File: config.mk
export PLATFORM = sky130hd
export DESIGN_NAME = fifo_uart_with_thresholds
export DESIGN_NICKNAME = d
export VERILOG_FILES = /design/src/core/uart_pkg.sv /design/src/core/bit_timer.sv /design/src/core/queue_fifo.sv /design/src/core/fifo_uart_with_thresholds.sv
export SDC_FILE = /design/constraint.sdc
export NUM_CORES = 1
export LEC_CHECK = 0
export ABC_CLOCK_PERIOD_IN_PS = 5050
export BUFFER_PORTS_ARGS = -buffer_cell sky130_fd_sc_hd__buf_2
export CORE_ASPECT_RATIO = 1.1
export CORE_MARGIN = 5
export CORE_UTILIZATION = 60
export DETAILED_ROUTE_END_ITERATION = 12
export PLACE_DENSITY = 0.76
export SETUP_SLACK_MARGIN = 0.3
export SLEW_MARGIN = 20
export SYNTH_ARGS = -nofsm -noshare
export SYNTH_HDL_FRONTEND = slang
export SYNTH_SLANG_ARGS = --single-unit
File: constraint.sdc
create_clock -name clk -period 5.05 [get_ports clk]
set_clock_uncertainty 0.15 [all_clocks]
set_input_delay 0.7575 -clock clk [delete_from_list [all_inputs] [get_ports clk]]
set_output_delay 0.7575 -clock clk [all_outputs]
set_load 0.02 [all_outputs]
File: src/core/uart_pkg.sv
// constants, types and register map of the queued serial port
// assumes an APB3 master with 32-bit data and a 200 MHz clk
// Functional notes
// [RULE1] separate fifteen-byte transmit and receive queues, own counts and thresholds
// [RULE2] bit rate comes from a dedicated sixteen-bit clock divisor
// [RULE3] port enable gates both sending queued bytes and storing received ones
// [RULE4] stop-count bit set gives two stop bits, clear gives one
// [RULE5] word length field picks five, six, seven or eight data bits
// [RULE6] break bit holds the serial output low until cleared
// [RULE7] parity sense: zero even, one odd
// [RULE8] parity enable written; reading that bit gives head byte parity error
// [RULE9] forced-parity bit sends the parity bit as constant one
// [RULE10] status register reads receive count and transmit count, four bits each
// [RULE11] receive threshold 0..14; available flag when count exceeds it
// [RULE12] transmit threshold 1..15; room flag when count below it
// [RULE13] divisor low twelve bits zero and disabled empties queues, clears flags, counter; code clears only the overflow and underflow flags
// [RULE14] master interrupt enable, zero after reset, gates the interrupt request
// [RULE15] room flag follows its condition; writing one enables its interrupt
// [RULE16] available flag also set after idle longer than threshold times sixteen bits
// [RULE17] writing zero clears available flag when not above threshold, disables interrupt
// [RULE18] sticky overflow and underflow flags; cleared by zero write or queue reset
// [RULE19] sticky framing error on bad stop bit, cleared only by zero write
// [RULE20] sticky transmit-complete flag once queue drained; zero write clears it
// [RULE21] bit rate equals clock divided by divisor; zero divisor stops the port
// [RULE22] data port read pops receive queue, write pushes transmit queue
// [RULE23] frame: low start, data lsb first, optional parity, high stop bits
package uart_pkg;
  localparam int FIFO_DEPTH = 15;
  localparam int CNT_W = 4;
  localparam int DIV_W = 16;
  localparam int DIV_CLR_W = 12;
  localparam int IDLE_SHIFT = 4;
  localparam logic [9:0] IDX_STATUS = 10'h0A5;
  localparam logic [9:0] IDX_DATA = 10'h0A6;
  localparam logic [9:0] IDX_FLAGS = 10'h0A7;
  localparam logic [9:0] IDX_LINE = 10'h0C2;
  localparam logic [9:0] IDX_DIV_LO = 10'h0A8;
  localparam logic [9:0] IDX_DIV_HI = 10'h0A9;
  localparam logic [9:0] IDX_FRAMES = 10'h0AA;
  localparam logic [3:0] RX_THR_RSVD = 4'hF;
  localparam logic [3:0] TX_THR_RSVD = 4'h0;
  localparam logic [3:0] THR_RST = 4'h0;
  localparam logic [15:0] DIV_RST = 16'h0000;

  typedef struct packed {
    logic en;
    logic sb;
    logic [1:0] wls;
    logic brk;
    logic op;
    logic pe;
    logic sp;
  } line_cfg_s;

  typedef struct packed {
    logic port_irq_master_enable;
    logic tx_room_flag;
    logic rx_available_flag;
    logic rx_overflow_flag;
    logic rx_underflow_flag;
    logic tx_overflow_flag;
    logic framing_error_flag;
    logic ti;
  } flag_s;

  localparam line_cfg_s LINE_RST = 8'h00;
  localparam flag_s FLAG_RST = 8'h00;

  typedef enum logic [2:0] {
    PH_IDLE = 3'b000,
    PH_START = 3'b001,
    PH_DATA = 3'b010,
    PH_PAR = 3'b011,
    PH_STOP = 3'b100
  } phase_e;
endpackage

File: src/core/bit_timer.sv
// bit period tick generator, one tick every divisor clocks
// assumes divisor is stable during a character
module bit_timer
  import uart_pkg::*;
#(
  parameter int W = DIV_W
) (
  input wire logic clk,
  input wire logic reset_n,
  input wire logic restart,
  input wire logic half,
  input wire logic [W-1:0] divisor,
  output logic tick
);
  if (W < 2) begin : g_chk
    $error("bit_timer needs W of at least 2");
  end

  typedef struct packed {
    logic [W-1:0] cnt;
    logic tick;
  } tmr_s;

  tmr_s st;
  tmr_s next_st;

  // zero divisor never ticks, so the port simply stalls
  always_comb begin
    next_st = st;
    next_st.tick = 1'b0;
    if (restart) begin
      // tick shows a clock after the reload, so a fresh start loads one less
      next_st.cnt = half ? {1'b0, divisor[W-1:1]} : divisor - 1'b1;
    end else if (divisor != '0) begin // [RULE21]
      if (st.cnt <= 1) begin
        next_st.cnt = divisor;
        next_st.tick = 1'b1;
      end else begin
        next_st.cnt = st.cnt - 1'b1;
      end
    end
  end

  always_ff @(posedge clk or negedge reset_n) begin
    if (!reset_n) begin
      st <= '0;
    end else begin
      st <= next_st;
    end
  end

  assign tick = st.tick;
endmodule

File: src/core/queue_fifo.sv
// circular queue of W-bit entries with level count
// assumes push to a full queue and pop of an empty one are dropped
module queue_fifo
  import uart_pkg::*;
#(
  parameter int W = 8,
  parameter int DEPTH = FIFO_DEPTH,
  parameter int CW = CNT_W
) (
  input wire logic clk,
  input wire logic reset_n,
  input wire logic clear,
  input wire logic push,
  input wire logic [W-1:0] pushData,
  input wire logic pop,
  output logic [W-1:0] headData,
  output logic [CW-1:0] count,
  output logic full,
  output logic empty
);
  if (DEPTH < 2 || CW != $clog2(DEPTH + 1)) begin : g_chk
    $error("queue_fifo depth and count width disagree");
  end

  typedef struct packed {
    logic [CW-1:0] rd;
    logic [CW-1:0] wr;
    logic [CW-1:0] cnt;
  } ptr_s;

  ptr_s st;
  ptr_s next_st;
  logic [W-1:0] mem [DEPTH];
  logic doPush;
  logic doPop;

  function automatic logic [CW-1:0] stepPtr(input logic [CW-1:0] p);
    return (p == CW'(DEPTH - 1)) ? '0 : p + 1'b1;
  endfunction

  assign full = (st.cnt == CW'(DEPTH));
  assign empty = (st.cnt == '0);
  assign doPush = push && !full && !clear;
  assign doPop = pop && !empty && !clear;

  always_comb begin
    next_st = st;
    if (clear) begin
      next_st = '0;
    end else begin
      if (doPush) begin
        next_st.wr = stepPtr(st.wr);
      end
      if (doPop) begin
        next_st.rd = stepPtr(st.rd);
      end
      if (doPush && !doPop) begin
        next_st.cnt = st.cnt + 1'b1;
      end else if (doPop && !doPush) begin
        next_st.cnt = st.cnt - 1'b1;
      end
    end
  end

  always_ff @(posedge clk or negedge reset_n) begin
    if (!reset_n) begin
      st <= '0;
    end else begin
      st <= next_st;
    end
  end

  // storage carries no reset, only pointers do
  always_ff @(posedge clk) begin
    if (doPush) begin
      mem[st.wr] <= pushData;
    end
  end

  assign headData = mem[st.rd];
  assign count = st.cnt;
endmodule

File: src/core/fifo_uart_with_thresholds.sv
// queued asynchronous serial port with APB register access
// assumes rxd is asynchronous to clk; APB3 master, zero wait after setup
//
// Design decision made here: register access over APB.
module fifo_uart_with_thresholds
  import uart_pkg::*;
#(
  parameter int DEPTH = FIFO_DEPTH
) (
  input wire logic clk,
  input wire logic reset_n,
  input wire logic psel,
  input wire logic penable,
  input wire logic pwrite,
  input wire logic [11:0] paddr,
  input wire logic [31:0] pwdata,
  output logic [31:0] prdata,
  output logic pready,
  output logic pslverr,
  input wire logic rxd,
  output logic txd,
  output logic irq
);
  if (DEPTH < 2 || DEPTH > 15) begin : g_chk
    $error("queue depth must fit a four-bit level field");
  end

  typedef struct packed {
    line_cfg_s cfg;
    logic [DIV_W-1:0] div;
    logic [3:0] rxThr;
    logic [3:0] txThr;
    flag_s flg;
    flag_s ena;
    phase_e txSt;
    logic [7:0] txSh;
    logic [3:0] txBits;
    logic txPar;
    phase_e rxSt;
    logic [7:0] rxSh;
    logic [3:0] rxBits;
    logic rxPar;
    logic [7:0] idleBits;
    logic [15:0] frames;
    logic [1:0] rxSync;
    logic rxPrev;
    logic txd, irq, pready, pslverr;
    logic [31:0] prdata;
  } st_s;

  st_s st;
  st_s next_st;

  function automatic logic [3:0] dataBits(input logic [1:0] wls);
    return 4'd5 + {2'b00, wls};
  endfunction

  function automatic logic parityOf(input logic [7:0] d, input logic [1:0] wls);
    logic [7:0] m;
    m = 8'hFF >> (4'd8 - dataBits(wls));
    return ^(d & m);
  endfunction

  logic [9:0] idx;
  logic setup, acc, flagWr;
  flag_s fw;
  logic qReset, rxS;
  logic [3:0] nBits;
  logic txPush, txPop;
  logic [7:0] txHead;
  logic [CNT_W-1:0] txCount, rxCount;
  logic txFull, txEmpty;
  logic rxPush, rxPop;
  logic [8:0] rxPushData, rxHead;
  logic rxFull, rxEmpty;
  logic txTick, rxTick;
  logic txRestart, rxRestart, rxHalf;
  logic [7:0] rxData;
  logic rxAbove, rxTimeout;
  logic [31:0] rdVal;
  logic rdMapped;

  assign idx = paddr[11:2];
  assign setup = psel && !penable;
  assign acc = psel && penable && st.pready;
  assign flagWr = acc && pwrite && (idx == IDX_FLAGS);
  assign fw = flag_s'(pwdata[7:0]);
  assign qReset = (st.div[DIV_CLR_W-1:0] == '0) && !st.cfg.en; // [RULE13]
  assign nBits = dataBits(st.cfg.wls); // [RULE5]
  assign rxS = st.rxSync[1];
  assign txPush = acc && pwrite && (idx == IDX_DATA); // [RULE22]
  assign rxPop = acc && !pwrite && (idx == IDX_DATA); // [RULE22]
  assign rxData = st.rxSh >> (4'd8 - nBits);
  assign rxAbove = rxCount > st.rxThr; // [RULE11]
  assign rxTimeout = (rxCount != '0) && !rxAbove
    && (st.idleBits > (8'(st.rxThr) << IDLE_SHIFT)); // [RULE16]

  queue_fifo #(.W(8), .DEPTH(DEPTH), .CW(CNT_W)) u_txq ( // [RULE1]
    .clk(clk),
    .reset_n(reset_n),
    .clear(qReset),
    .push(txPush),
    .pushData(pwdata[7:0]),
    .pop(txPop),
    .headData(txHead),
    .count(txCount),
    .full(txFull),
    .empty(txEmpty)
  );

  queue_fifo #(.W(9), .DEPTH(DEPTH), .CW(CNT_W)) u_rxq ( // [RULE1]
    .clk(clk),
    .reset_n(reset_n),
    .clear(qReset),
    .push(rxPush),
    .pushData(rxPushData),
    .pop(rxPop),
    .headData(rxHead),
    .count(rxCount),
    .full(rxFull),
    .empty(rxEmpty)
  );

  bit_timer #(.W(DIV_W)) u_txtmr ( // [RULE2]
    .clk(clk),
    .reset_n(reset_n),
    .restart(txRestart),
    .half(1'b0),
    .divisor(st.div),
    .tick(txTick)
  );

  // receive timer free-runs while idle so idle time can be counted
  bit_timer #(.W(DIV_W)) u_rxtmr ( // [RULE2]
    .clk(clk),
    .reset_n(reset_n),
    .restart(rxRestart),
    .half(rxHalf),
    .divisor(st.div),
    .tick(rxTick)
  );

  always_comb begin
    rdMapped = 1'b1;
    rdVal = '0;
    case (idx)
      IDX_STATUS: rdVal[7:0] = {rxCount, txCount}; // [RULE10]
      IDX_DATA: rdVal[7:0] = rxHead[7:0];
      IDX_FLAGS: rdVal[7:0] = {st.ena.port_irq_master_enable, st.flg.tx_room_flag, st.flg.rx_available_flag, st.flg.rx_overflow_flag,
                               st.flg.rx_underflow_flag, st.flg.tx_overflow_flag, st.flg.framing_error_flag, st.flg.ti};
      IDX_LINE: rdVal[7:0] = {st.cfg.en, st.cfg.sb, st.cfg.wls, st.cfg.brk,
                              st.cfg.op, rxHead[8] && !rxEmpty, st.cfg.sp}; // [RULE8]
      IDX_DIV_LO: rdVal[7:0] = st.div[7:0];
      IDX_DIV_HI: rdVal[7:0] = st.div[15:8];
      IDX_FRAMES: rdVal[15:0] = st.frames;
      default: rdMapped = 1'b0;
    endcase
  end

  always_comb begin
    next_st = st;
    txPop = 1'b0;
    txRestart = (st.txSt == PH_IDLE);
    rxRestart = 1'b0;
    rxHalf = 1'b0;
    rxPush = 1'b0;
    rxPushData = '0;

    // bus side: answer is prepared in setup, acted on in access
    next_st.pready = setup;
    next_st.pslverr = setup && !rdMapped;
    if (setup) begin
      next_st.prdata = pwrite ? 32'h0000_0000 : rdVal;
    end
    if (acc && pwrite) begin
      case (idx)
        IDX_LINE: next_st.cfg = line_cfg_s'(pwdata[7:0]);
        IDX_DIV_LO: next_st.div[7:0] = pwdata[7:0];
        IDX_DIV_HI: next_st.div[15:8] = pwdata[7:0];
        IDX_STATUS: begin
          // reserved threshold codes are ignored, old value kept
          if (pwdata[7:4] != RX_THR_RSVD) begin
            next_st.rxThr = pwdata[7:4]; // [RULE11]
          end
          if (pwdata[3:0] != TX_THR_RSVD) begin
            next_st.txThr = pwdata[3:0]; // [RULE12]
          end
        end
        IDX_FLAGS: next_st.ena = fw; // [RULE14]
        default: next_st.ena = st.ena;
      endcase
    end

    next_st.rxSync = {st.rxSync[0], rxd};
    next_st.rxPrev = rxS;

    case (st.txSt)
      PH_IDLE: begin
        if (st.cfg.en && !txEmpty && !qReset) begin // [RULE3]
          txPop = 1'b1;
          next_st.txSh = txHead;
          next_st.txBits = '0;
          next_st.txPar = st.cfg.sp ? 1'b1 : parityOf(txHead, st.cfg.wls) ^ st.cfg.op; // [RULE7] [RULE9]
          next_st.txSt = PH_START;
        end
      end
      PH_START: begin
        if (txTick) begin
          next_st.txSt = PH_DATA;
        end
      end
      PH_DATA: begin
        if (txTick) begin
          next_st.txSh = {1'b0, st.txSh[7:1]}; // [RULE23]
          next_st.txBits = st.txBits + 1'b1;
          if (st.txBits == nBits - 4'd1) begin // [RULE5]
            next_st.txBits = '0;
            next_st.txSt = st.cfg.pe ? PH_PAR : PH_STOP; // [RULE8]
          end
        end
      end
      PH_PAR: begin
        if (txTick) begin
          next_st.txSt = PH_STOP;
        end
      end
      PH_STOP: begin
        if (txTick) begin
          next_st.txBits = st.txBits + 1'b1;
          if (st.txBits == {3'b000, st.cfg.sb}) begin // [RULE4]
            next_st.txSt = PH_IDLE;
          end
        end
      end
      default: next_st.txSt = PH_IDLE;
    endcase

    case (st.rxSt)
      PH_IDLE: begin
        if (st.cfg.en && !qReset && st.rxPrev && !rxS) begin // [RULE3]
          rxRestart = 1'b1;
          rxHalf = 1'b1;
          next_st.rxSt = PH_START;
        end
      end
      PH_START: begin
        if (rxTick) begin
          next_st.rxBits = '0;
          next_st.rxSt = rxS ? PH_IDLE : PH_DATA; // [RULE23]
        end
      end
      PH_DATA: begin
        if (rxTick) begin
          next_st.rxSh = {rxS, st.rxSh[7:1]};
          next_st.rxBits = st.rxBits + 1'b1;
          if (st.rxBits == nBits - 4'd1) begin
            next_st.rxSt = st.cfg.pe ? PH_PAR : PH_STOP;
          end
        end
      end
      PH_PAR: begin
        if (rxTick) begin
          next_st.rxPar = rxS;
          next_st.rxSt = PH_STOP;
        end
      end
      PH_STOP: begin
        if (rxTick) begin
          rxPush = !qReset;
          rxPushData[7:0] = rxData;
          rxPushData[8] = st.cfg.pe && (st.cfg.sp ? !st.rxPar
            : (st.rxPar != (parityOf(rxData, st.cfg.wls) ^ st.cfg.op))); // [RULE8]
          next_st.rxSt = PH_IDLE;
        end
      end
      default: next_st.rxSt = PH_IDLE;
    endcase

    if (st.rxSt != PH_IDLE || !rxS) begin
      next_st.idleBits = '0;
    end else if (rxTick && st.idleBits != 8'hFF) begin
      next_st.idleBits = st.idleBits + 1'b1;
    end
    if (qReset) begin
      next_st.frames = '0; // [RULE13]
    end else if (rxTick) begin
      next_st.frames = st.frames + 1'b1;
    end

    // sticky flags: a set in the clearing cycle wins
    next_st.flg.port_irq_master_enable = 1'b0;
    next_st.flg.tx_room_flag = txCount < st.txThr; // [RULE12] [RULE15]
    next_st.flg.rx_available_flag = rxAbove || rxTimeout
      || (st.flg.rx_available_flag && !(flagWr && !fw.rx_available_flag && !rxAbove)); // [RULE17]
    next_st.flg.rx_overflow_flag = (rxPush && rxFull)
      || (st.flg.rx_overflow_flag && !(flagWr && !fw.rx_overflow_flag) && !qReset); // [RULE18]
    next_st.flg.rx_underflow_flag = (rxPop && rxEmpty && !qReset)
      || (st.flg.rx_underflow_flag && !(flagWr && !fw.rx_underflow_flag) && !qReset); // [RULE18]
    next_st.flg.tx_overflow_flag = (txPush && txFull && !qReset)
      || (st.flg.tx_overflow_flag && !(flagWr && !fw.tx_overflow_flag) && !qReset); // [RULE18]
    next_st.flg.framing_error_flag = (st.rxSt == PH_STOP && rxTick && !rxS)
      || (st.flg.framing_error_flag && !(flagWr && !fw.framing_error_flag)); // [RULE19]
    next_st.flg.ti = (st.txSt == PH_STOP && next_st.txSt == PH_IDLE && txEmpty)
      || (st.flg.ti && !(flagWr && !fw.ti)); // [RULE20]

    next_st.irq = next_st.ena.port_irq_master_enable
      && ((next_st.flg[6:0] & next_st.ena[6:0]) != 7'h00); // [RULE14]

    if (next_st.cfg.brk) begin
      next_st.txd = 1'b0; // [RULE6]
    end else begin
      case (next_st.txSt)
        PH_START: next_st.txd = 1'b0;
        PH_DATA: next_st.txd = next_st.txSh[0];
        PH_PAR: next_st.txd = next_st.txPar;
        default: next_st.txd = 1'b1;
      endcase
    end
  end

  always_ff @(posedge clk or negedge reset_n) begin
    if (!reset_n) begin
      st <= '0;
      st.cfg <= LINE_RST;
      st.div <= DIV_RST;
      st.rxThr <= THR_RST;
      st.txThr <= THR_RST;
      st.flg <= FLAG_RST;
      st.ena <= FLAG_RST;
      st.rxSync <= 2'b11;
      st.rxPrev <= 1'b1;
      st.txd <= 1'b1;
    end else begin
      st <= next_st;
    end
  end

  assign prdata = st.prdata;
  assign pready = st.pready;
  assign pslverr = st.pslverr;
  assign txd = st.txd;
  assign irq = st.irq;
endmodule

Word-level counts from Yosys, hierarchy flattened

Memories as Yosys holds them, arrays and structs flattened.
Index checks and enable logic that the tools add are counted.
W data, S select, Z words.

Register bits after elaboration: 200
Bits in writable memories: 255
Input bits: 50
Memories: 2

Memory list:

| memory    | words | width | rd ports | clocked after Yosys merged registers in | wr ports | RTL line         | text |
|---|---|---|---|---|---|---|---|
| u_rxq.mem | 15    | 9     | 1        | 0                                       | 1        | queue_fifo.sv:33 | `logic [W-1:0] mem [DEPTH];` |
| u_txq.mem | 15    | 8     | 1        | 0                                       | 1        | queue_fifo.sv:33 |  |

$add $sub $neg: 18
$lt $le $gt $ge: 5
Equality and inequality tests: 39
Shifts and indexed selects: 2
Muxes and demuxes: 81
Bitwise operators: 5
Reduce and logical (&&, ||, !) cells: 132

Operator list:

| kind                    | count |
|---|---|
| $mux W16                | 8 |
| $mux W4                 | 18 |
| $eq A10 B8 Y1 const B   | 7 |
| $mux W8                 | 8 |
| $logic_and A1 B1 Y1     | 58 |
| $pmux W8 S7             | 1 |
| $sub A16 B1 Y16 const B | 3 |
| $mux W17                | 2 |
| $mux W3                 | 11 |
| $add A4 B1 Y4 const B   | 8 |
| $le A16 B1 Y1 const B   | 2 |
| $mux W15                | 2 |
| $pmux W3 S5             | 2 |
| $logic_not A1 Y1        | 28 |
| $mux W28                | 1 |
| $eq A4 B4 Y1 const B    | 6 |
| $mux W12                | 2 |
| $reduce_bool A2 Y1      | 10 |
| $mux W1                 | 19 |
| $eq A3 B2 Y1 const B    | 6 |
| $mux W9                 | 2 |
| $add A16 B1 Y16 const B | 1 |
| $and A8 B8 Y8           | 2 |
| $pmux W8 S2             | 1 |
| 38 further kinds        | 74 |

Longest topological paths before layout

Depth in word-level cells: 16
Gate-level depth with buffers: 14
Gate-level depth less buffers: 13

Modules after synthesis

Synthesis repeated with hierarchy kept, for this count alone.

Cells, all modules: 1819
Area total of the unflattened synthesis: 22105.0 um2

By module, submodules not included:

| module                    | times used | cells each | area an instance (um2) | sequential area each (um2) |
|---|---|---|---|---|
| fifo_uart_with_thresholds | 1          | 695        | 7073.0                 | 3158.0 |
| queue_fifo at u_rxq       | 1          | 365        | 6062.1                 | 4354.2 |
| queue_fifo at u_txq       | 1          | 303        | 5451.5                 | 3903.7 |
| bit_timer                 | 2          | 228        | 1759.2                 | 425.4 |

Worst setup path after synthesis

OpenSTA, ideal clock, no wires.

Kind: reg2reg
Start point: register st[139] (netlist name)
End point: memory u_rxq.mem[0][8], data pin
Setup time: 381 ps
Arrival time: 3816 ps
Data required time: 4519 ps
Slack: 703 ps
Cell stages (with the launch flop): 12
Buffers on the path: 3
Period minus slack after synthesis: 4347 ps
Cell sequence: dfrtp_1 clkbuf_1 clkbuf_1 inv_1 ha_1 buf_2 mux4_2 xnor2_1 xnor2_1 xnor3_1 o21ai_0 nor4b_1

Longest elaborated chain between the ends: 11

RTL lines:

| what                             | RTL line                                                         | text |
|---|---|---|
| start: declaration               | fifo_uart_with_thresholds.sv:51                                  | `st_s st;` |
| start signal: assignment         | fifo_uart_with_thresholds.sv:334                                 | `st <= next_st;` |
| $add A3 B2 Y4 *                  | fifo_uart_with_thresholds.sv:55                                  | `return 4'd5 + {2'b00, wls};` |
| $sub A4 B4 Y4 *                  | fifo_uart_with_thresholds.sv:60, fifo_uart_with_thresholds.sv:93 |  |
| $shr A8 B4 Y8 (on tied branches) | fifo_uart_with_thresholds.sv:93, fifo_uart_with_thresholds.sv:60 |  |
| $and A8 B8 Y8 *                  | fifo_uart_with_thresholds.sv:61                                  | `return ^(d & m);` |
| $reduce_xor A8 Y1 *              | fifo_uart_with_thresholds.sv:61                                  |  |
| $xor A1 B1 Y1 *                  | fifo_uart_with_thresholds.sv:272                                 | `: (st.rxPar != (parityOf(rxData, st.cfg.wls) ^ st.cfg.op)));` |
| $ne A1 B1 Y1 *                   | fifo_uart_with_thresholds.sv:272                                 |  |
| $mux W1 *                        | fifo_uart_with_thresholds.sv:271                                 | `rxPushData[8] = st.cfg.pe && (st.cfg.sp ? !st.rxPar` |
| $logic_and A1 B1 Y1 *            | fifo_uart_with_thresholds.sv:271                                 |  |
| $mux W9 *                        | fifo_uart_with_thresholds.sv:268                                 | `if (rxTick) begin` |
| $mux W9 *                        | fifo_uart_with_thresholds.sv:238                                 | `case (st.rxSt)` |
| net rxPushData[8]                | fifo_uart_with_thresholds.sv:74                                  | `logic [8:0] rxPushData, rxHead;` |
| end: declaration                 | queue_fifo.sv:33                                                 |  |

The timed path passes the listed nets; every way through them passes the cells marked *.

Worst setup path in the final report

Start point: register st[123] (netlist name)
End point: register u_rxq.st (netlist bit u_rxq.count[3])

Longest elaborated chain between the ends: 10

RTL lines:

| what                                                    | RTL line                                                             | text |
|---|---|---|
| $logic_not A12 Y1 *                                     | fifo_uart_with_thresholds.sv:88                                      | `assign qReset = (st.div[DIV_CLR_W-1:0] == '0) && !st.cfg.en;` |
| $logic_and A1 B1 Y1 *                                   | fifo_uart_with_thresholds.sv:88                                      |  |
| $logic_not A1 Y1                                        | queue_fifo.sv:43, queue_fifo.sv:44, fifo_uart_with_thresholds.sv:269 |  |
| $mux W1                                                 | fifo_uart_with_thresholds.sv:268                                     |  |
| $mux W1                                                 | fifo_uart_with_thresholds.sv:238                                     |  |
| $logic_and A1 B1 Y1 (2 in series)                       | queue_fifo.sv:43                                                     | `assign doPush = push && !full && !clear;` |
| $logic_and A1 B1 Y1 or $logic_not A1 Y1 (tied branches) | queue_fifo.sv:57, queue_fifo.sv:59                                   |  |
| $mux W4 or $logic_and A1 B1 Y1 (tied branches)          | queue_fifo.sv:57, queue_fifo.sv:59                                   |  |
| $mux W12 or $reduce_bool A3 Y1 (tied branches)          | -                                                                    |  |
| end signal: assignment                                  | queue_fifo.sv:69                                                     | `st <= next_st;` |
| end: declaration                                        | queue_fifo.sv:31                                                     | `ptr_s st;` |

Mark *: on every way between the ends. The rest lies on a longest branch, timed or not.
A chain may end at the register's enable or synchronous reset.

==> summary.md <==
| Metric | Value |
|---|---|
| Core Rows | just over 70 |
| Antenna violations before repair | 0 |
| Hold buffers post-CTS | 0 |
| Tcrit/Tclk final | roughly three quarters |
| Via count | approximately 14k |
| Switching Fraction | between 20% and 30% |
| Root buf cell | clkbuf_16 |
| Nets@finish | 1,816 |
| Combinational power share | under 10% |
| Post-synth top flop | edfxtp_1 |
| N_diodes | 0 |
| PwrDens | between 300 and 400 mW/mm² |
| Worst Path Required | roughly 5300 ps |
| I/O Buffers | 43 |
| # setup viols final | 0 |
| DR pass1 iterations | 5 |
| Clock Sinks | ~440 |
| CTS tree | built |
| Post-synth design cell area | about 0.021 mm² |
| Slew HR | between 20% and 30% |
| H-tree Lvls | 2 |
| LEAKAGE | between 0.008 and 0.009 µW |
| Syn Area/Cell | around 12 µm² |
| Initial Util | between 60% and 70% |
| Post-synthesis cell type count | 80 |
| Clk slew on worst S/H paths | about 70 ps |
| Endpoints failing hold | 0 |
| Top post-synthesis cells by area | edfxtp_1 (36%), dfrtp_1 (21%), mux4_2 (5.0%), nand2_1 (3.0%), nor2_1 (2.5%) |
| Seq/Total Area, Yosys | 58.43% |
| Share of post-route cells with drive strength above 1 | about 15% |
| Vias in the first global route | roughly 14k |
| Final wirelength | around 50,000 µm |
| Synth warnings | 0 |
| Worst-Skew Late Latency | ~570 ps |
| Post-synth EDFFs | 255 |
| Total negative slack | 0 ps |
| DRT iter0 DRCs | between 1k and 1.5k |
| Sequential share of power | about 52% |
| Max Transition Viols Final | 0 |
| Die W | between 150 and 200 µm |
| Core Area | 0.03438 mm² |
| Via density | 6.457 |
| CP Capture Type | register |
| Asr flop ratio synth | between 40% and 50% |
| Yosys top cell area share | roughly 36% |
| RSZ-0062 raised after global routing | no |
| Status | completed |
| GR Util met3 | ~3.7% |
| Post-synth top area cell | edfxtp_1 |
| GRT Max-Usage Layer | met2 |
| Clk buf depth | 3 |
| Psw | 1576 µW |
| Clk pwr share | roughly 45% |
| Pre-CTS setup slack | 1163 ps |
| Critical path class | reg -> reg |
| Startpoint types | register |
| Post-CTS sizing | 0 |
| Hold crit path type | in -> reg |
| Final setup margin | around 1200 ps |
| DRC viols | 0 |
| Critical Path AT | roughly 4100 ps |
| # IOs | 86 |
| Cell Int Power | approximately 5800 µW |
| Setup Fix Bufs, Post-CTS | 0 |
| Gr ovfl total | 0 |
| Full die area | slightly below 0.04 mm² |
| Crit path max fanout | 10 |
| Peak supply drop | 0.3444 mV |
| Peak Freq | 0.2627 GHz |
| Largest net degree at the start of global routing | between 100 and 150 |
| First-pass GRT wire length | 77,820 µm |
| FF+latch count, synth | 439 |
| Worst slew pin tran | 1129 ps |
| Remaining antenna violation count | 0 |
| Met2 Usage GRT | about 42% |
| Inserted Clock Buffers | 44 |
| Max cap viols | 0 |
| Die Ht | 206.2 µm |
| Gate Count Post-Synth | 1,737 |
| Area grow syn2layout | 9.267% |
| Global routing usage on met1 | between 30 and 40% |
| Routed len/inst | 22.47 µm |
| Core Util, Final | 66.73% |
| Final min period | 3806 ps |
| Gpl congestion | between 0.8 and 0.9 |
| Total GRT Usage | approximately a quarter |
| Post-DP HPWL | about 32,000 µm |
-- area by class of cell --
class | count | area (µm²)
flip-flops and latches | 439 | 12270
fillers | 2462 | 11440
multi-input cells | 1132 | 8018
clock buffers | 54 | 1199
well taps | 438 | 548.0
repair buffers | 74 | 469.2
clock inverters | 23 | 264.0
inverters | 46 | 172.7
-- worst max-delay path, stage by stage (launching register included) --
cell and delay [ps]:
dfrtp_1 510, nor3_1 480, nand4b_1 440, o31ai_2 740
or2_2 270, ha_1 230, a21o_1 180, a21oi_1 220
nand3_1 130, o21a_1 150, a21oi_1 130, o21ai_0 80
-- per-stage QoR --
| step | total power (µW) | cells | hold slack (ps) | area (µm²) |
|---|---|---|---|---|
| after global routing | 7625 | 2206 | 136.8 | 22940 |
| final | 7375 | 2206 | 156.6 | 22940 |
| after CTS | 7427 | 2206 | 137.4 | 22930 |
| after detailed placement | 4166 | 2129 | 201.0 | 21460 |
| after global placement | 4153 | 2129 | 198.8 | 21450 |
| after floorplan | 4068 | 1752 | 195.2 | 21050 |
-- path summary, 6_finish.rpt --
check	depth (start not counted)	from	endpoint	slack, ps
worst max-delay path	11	st[123]	u_rxq.count[3]	1240
worst min-delay path	1	rxd	next_st[38]	160
worst max register to register	11	st[123]	u_rxq.count[3]	1240
worst min register to register	0	next_st[38]	next_st[36]	210
max in group asynchronous	2	reset_n	pslverr	3640
min in group asynchronous	1	reset_n	st[94]	170
-- cells in the mapped netlist (all sizes together), types with 9 or more instances --
| master | n |
|---|---|
| o211ai | 17 |
| nand3 | 38 |
| buf | 60 |
| nand4 | 13 |
| nor2 | 141 |
| a21o | 11 |
| a211oi | 11 |
| dfrtp | 180 |
| o21ai | 107 |
| nand3b | 9 |
| o22ai | 15 |
| a22oi | 18 |
| or3 | 17 |
| ha | 27 |
| edfxtp | 255 |
| nor3 | 50 |
| a21oi | 86 |
| xnor2 | 29 |
| xor2 | 16 |
| a31oi | 12 |
| a22o | 16 |
| nor2b | 22 |
| inv | 46 |
| mux2i | 40 |
| mux4 | 56 |
| nor4 | 15 |
| clkbuf | 75 |
| nand2b | 19 |
| nand2 | 169 |
| mux2 | 43 |
-- power by group through the flow --
stage                     logic, µW  registers [µW]  clock network [µW]
after floorplan                 151            3920                   0
after global placement          228            3920                   0
after detailed placement        237            3930                   0
after CTS                       240            3860                3330
after global routing            266            3860                3500
final                           239            3860                3280
-- placed cells by master (no fill, tap or decap), types with 9 or more instances in the layout --
cell       count
nand3b_1       9
o211ai_1      17
a211oi_1      11
a21o_1        11
nor4_1        13
a22oi_1       17
buf_2         42
nor3_1        45
mux2i_1       40
mux4_1         9
dfrtp_1      177
ha_1          27
mux2_2        43
o21ai_0      103
edfxtp_1     255
a31oi_1       12
conb_1        16
xor2_1        16
nand4_1       13
nand2b_1      19
a21oi_1       86
nand3_1       38
clkbuf_16     44
a22o_1        16
nand2_1      169
inv_1         46
o22ai_1       15
nor2_1       140
buf_4         30
nor2b_1       17
or3_1         17
mux4_2        47
xnor2_1       29
-- sequential cells by signal (all words and copies together), names as in the netlist, 2 cells and up --
name and flops:
u_txq.st 8, u_rxq.st 8, u_rxq.mem 135, next_st 2, u_rxq.count 4, st 104, u_txq.count 4, prdata 16
u_txtmr.st 16, u_txq.mem 120, u_rxtmr.st 16
-- per-layer routing --
metal	routed length [µm]	up-vias
met3	3458	103
met4	1553	0
met2	24520	510
met5	0	-
li1	-	6450
met1	20050	7182
-- cell families (layout without fill, tap and decap cells) --
group / Yosys count / count (layout) / share of synthesized area, %
AND/OR/NAND/NOR: 546 / 546 / 12.56
flip-flops: 439 / 439 / 58.43
AO/OA/AOI/OAI: 355 / 355 / 10.77
buffers and inverters: 181 / 197 / 3.945
multiplexers: 139 / 139 / 10.38
XOR/XNOR: 47 / 47 / 2.092
adder cells (fa/ha/maj): 29 / 29 / 1.800
other: 1 / 16 / 0.01786
Power figures use the tool's default switching activity.
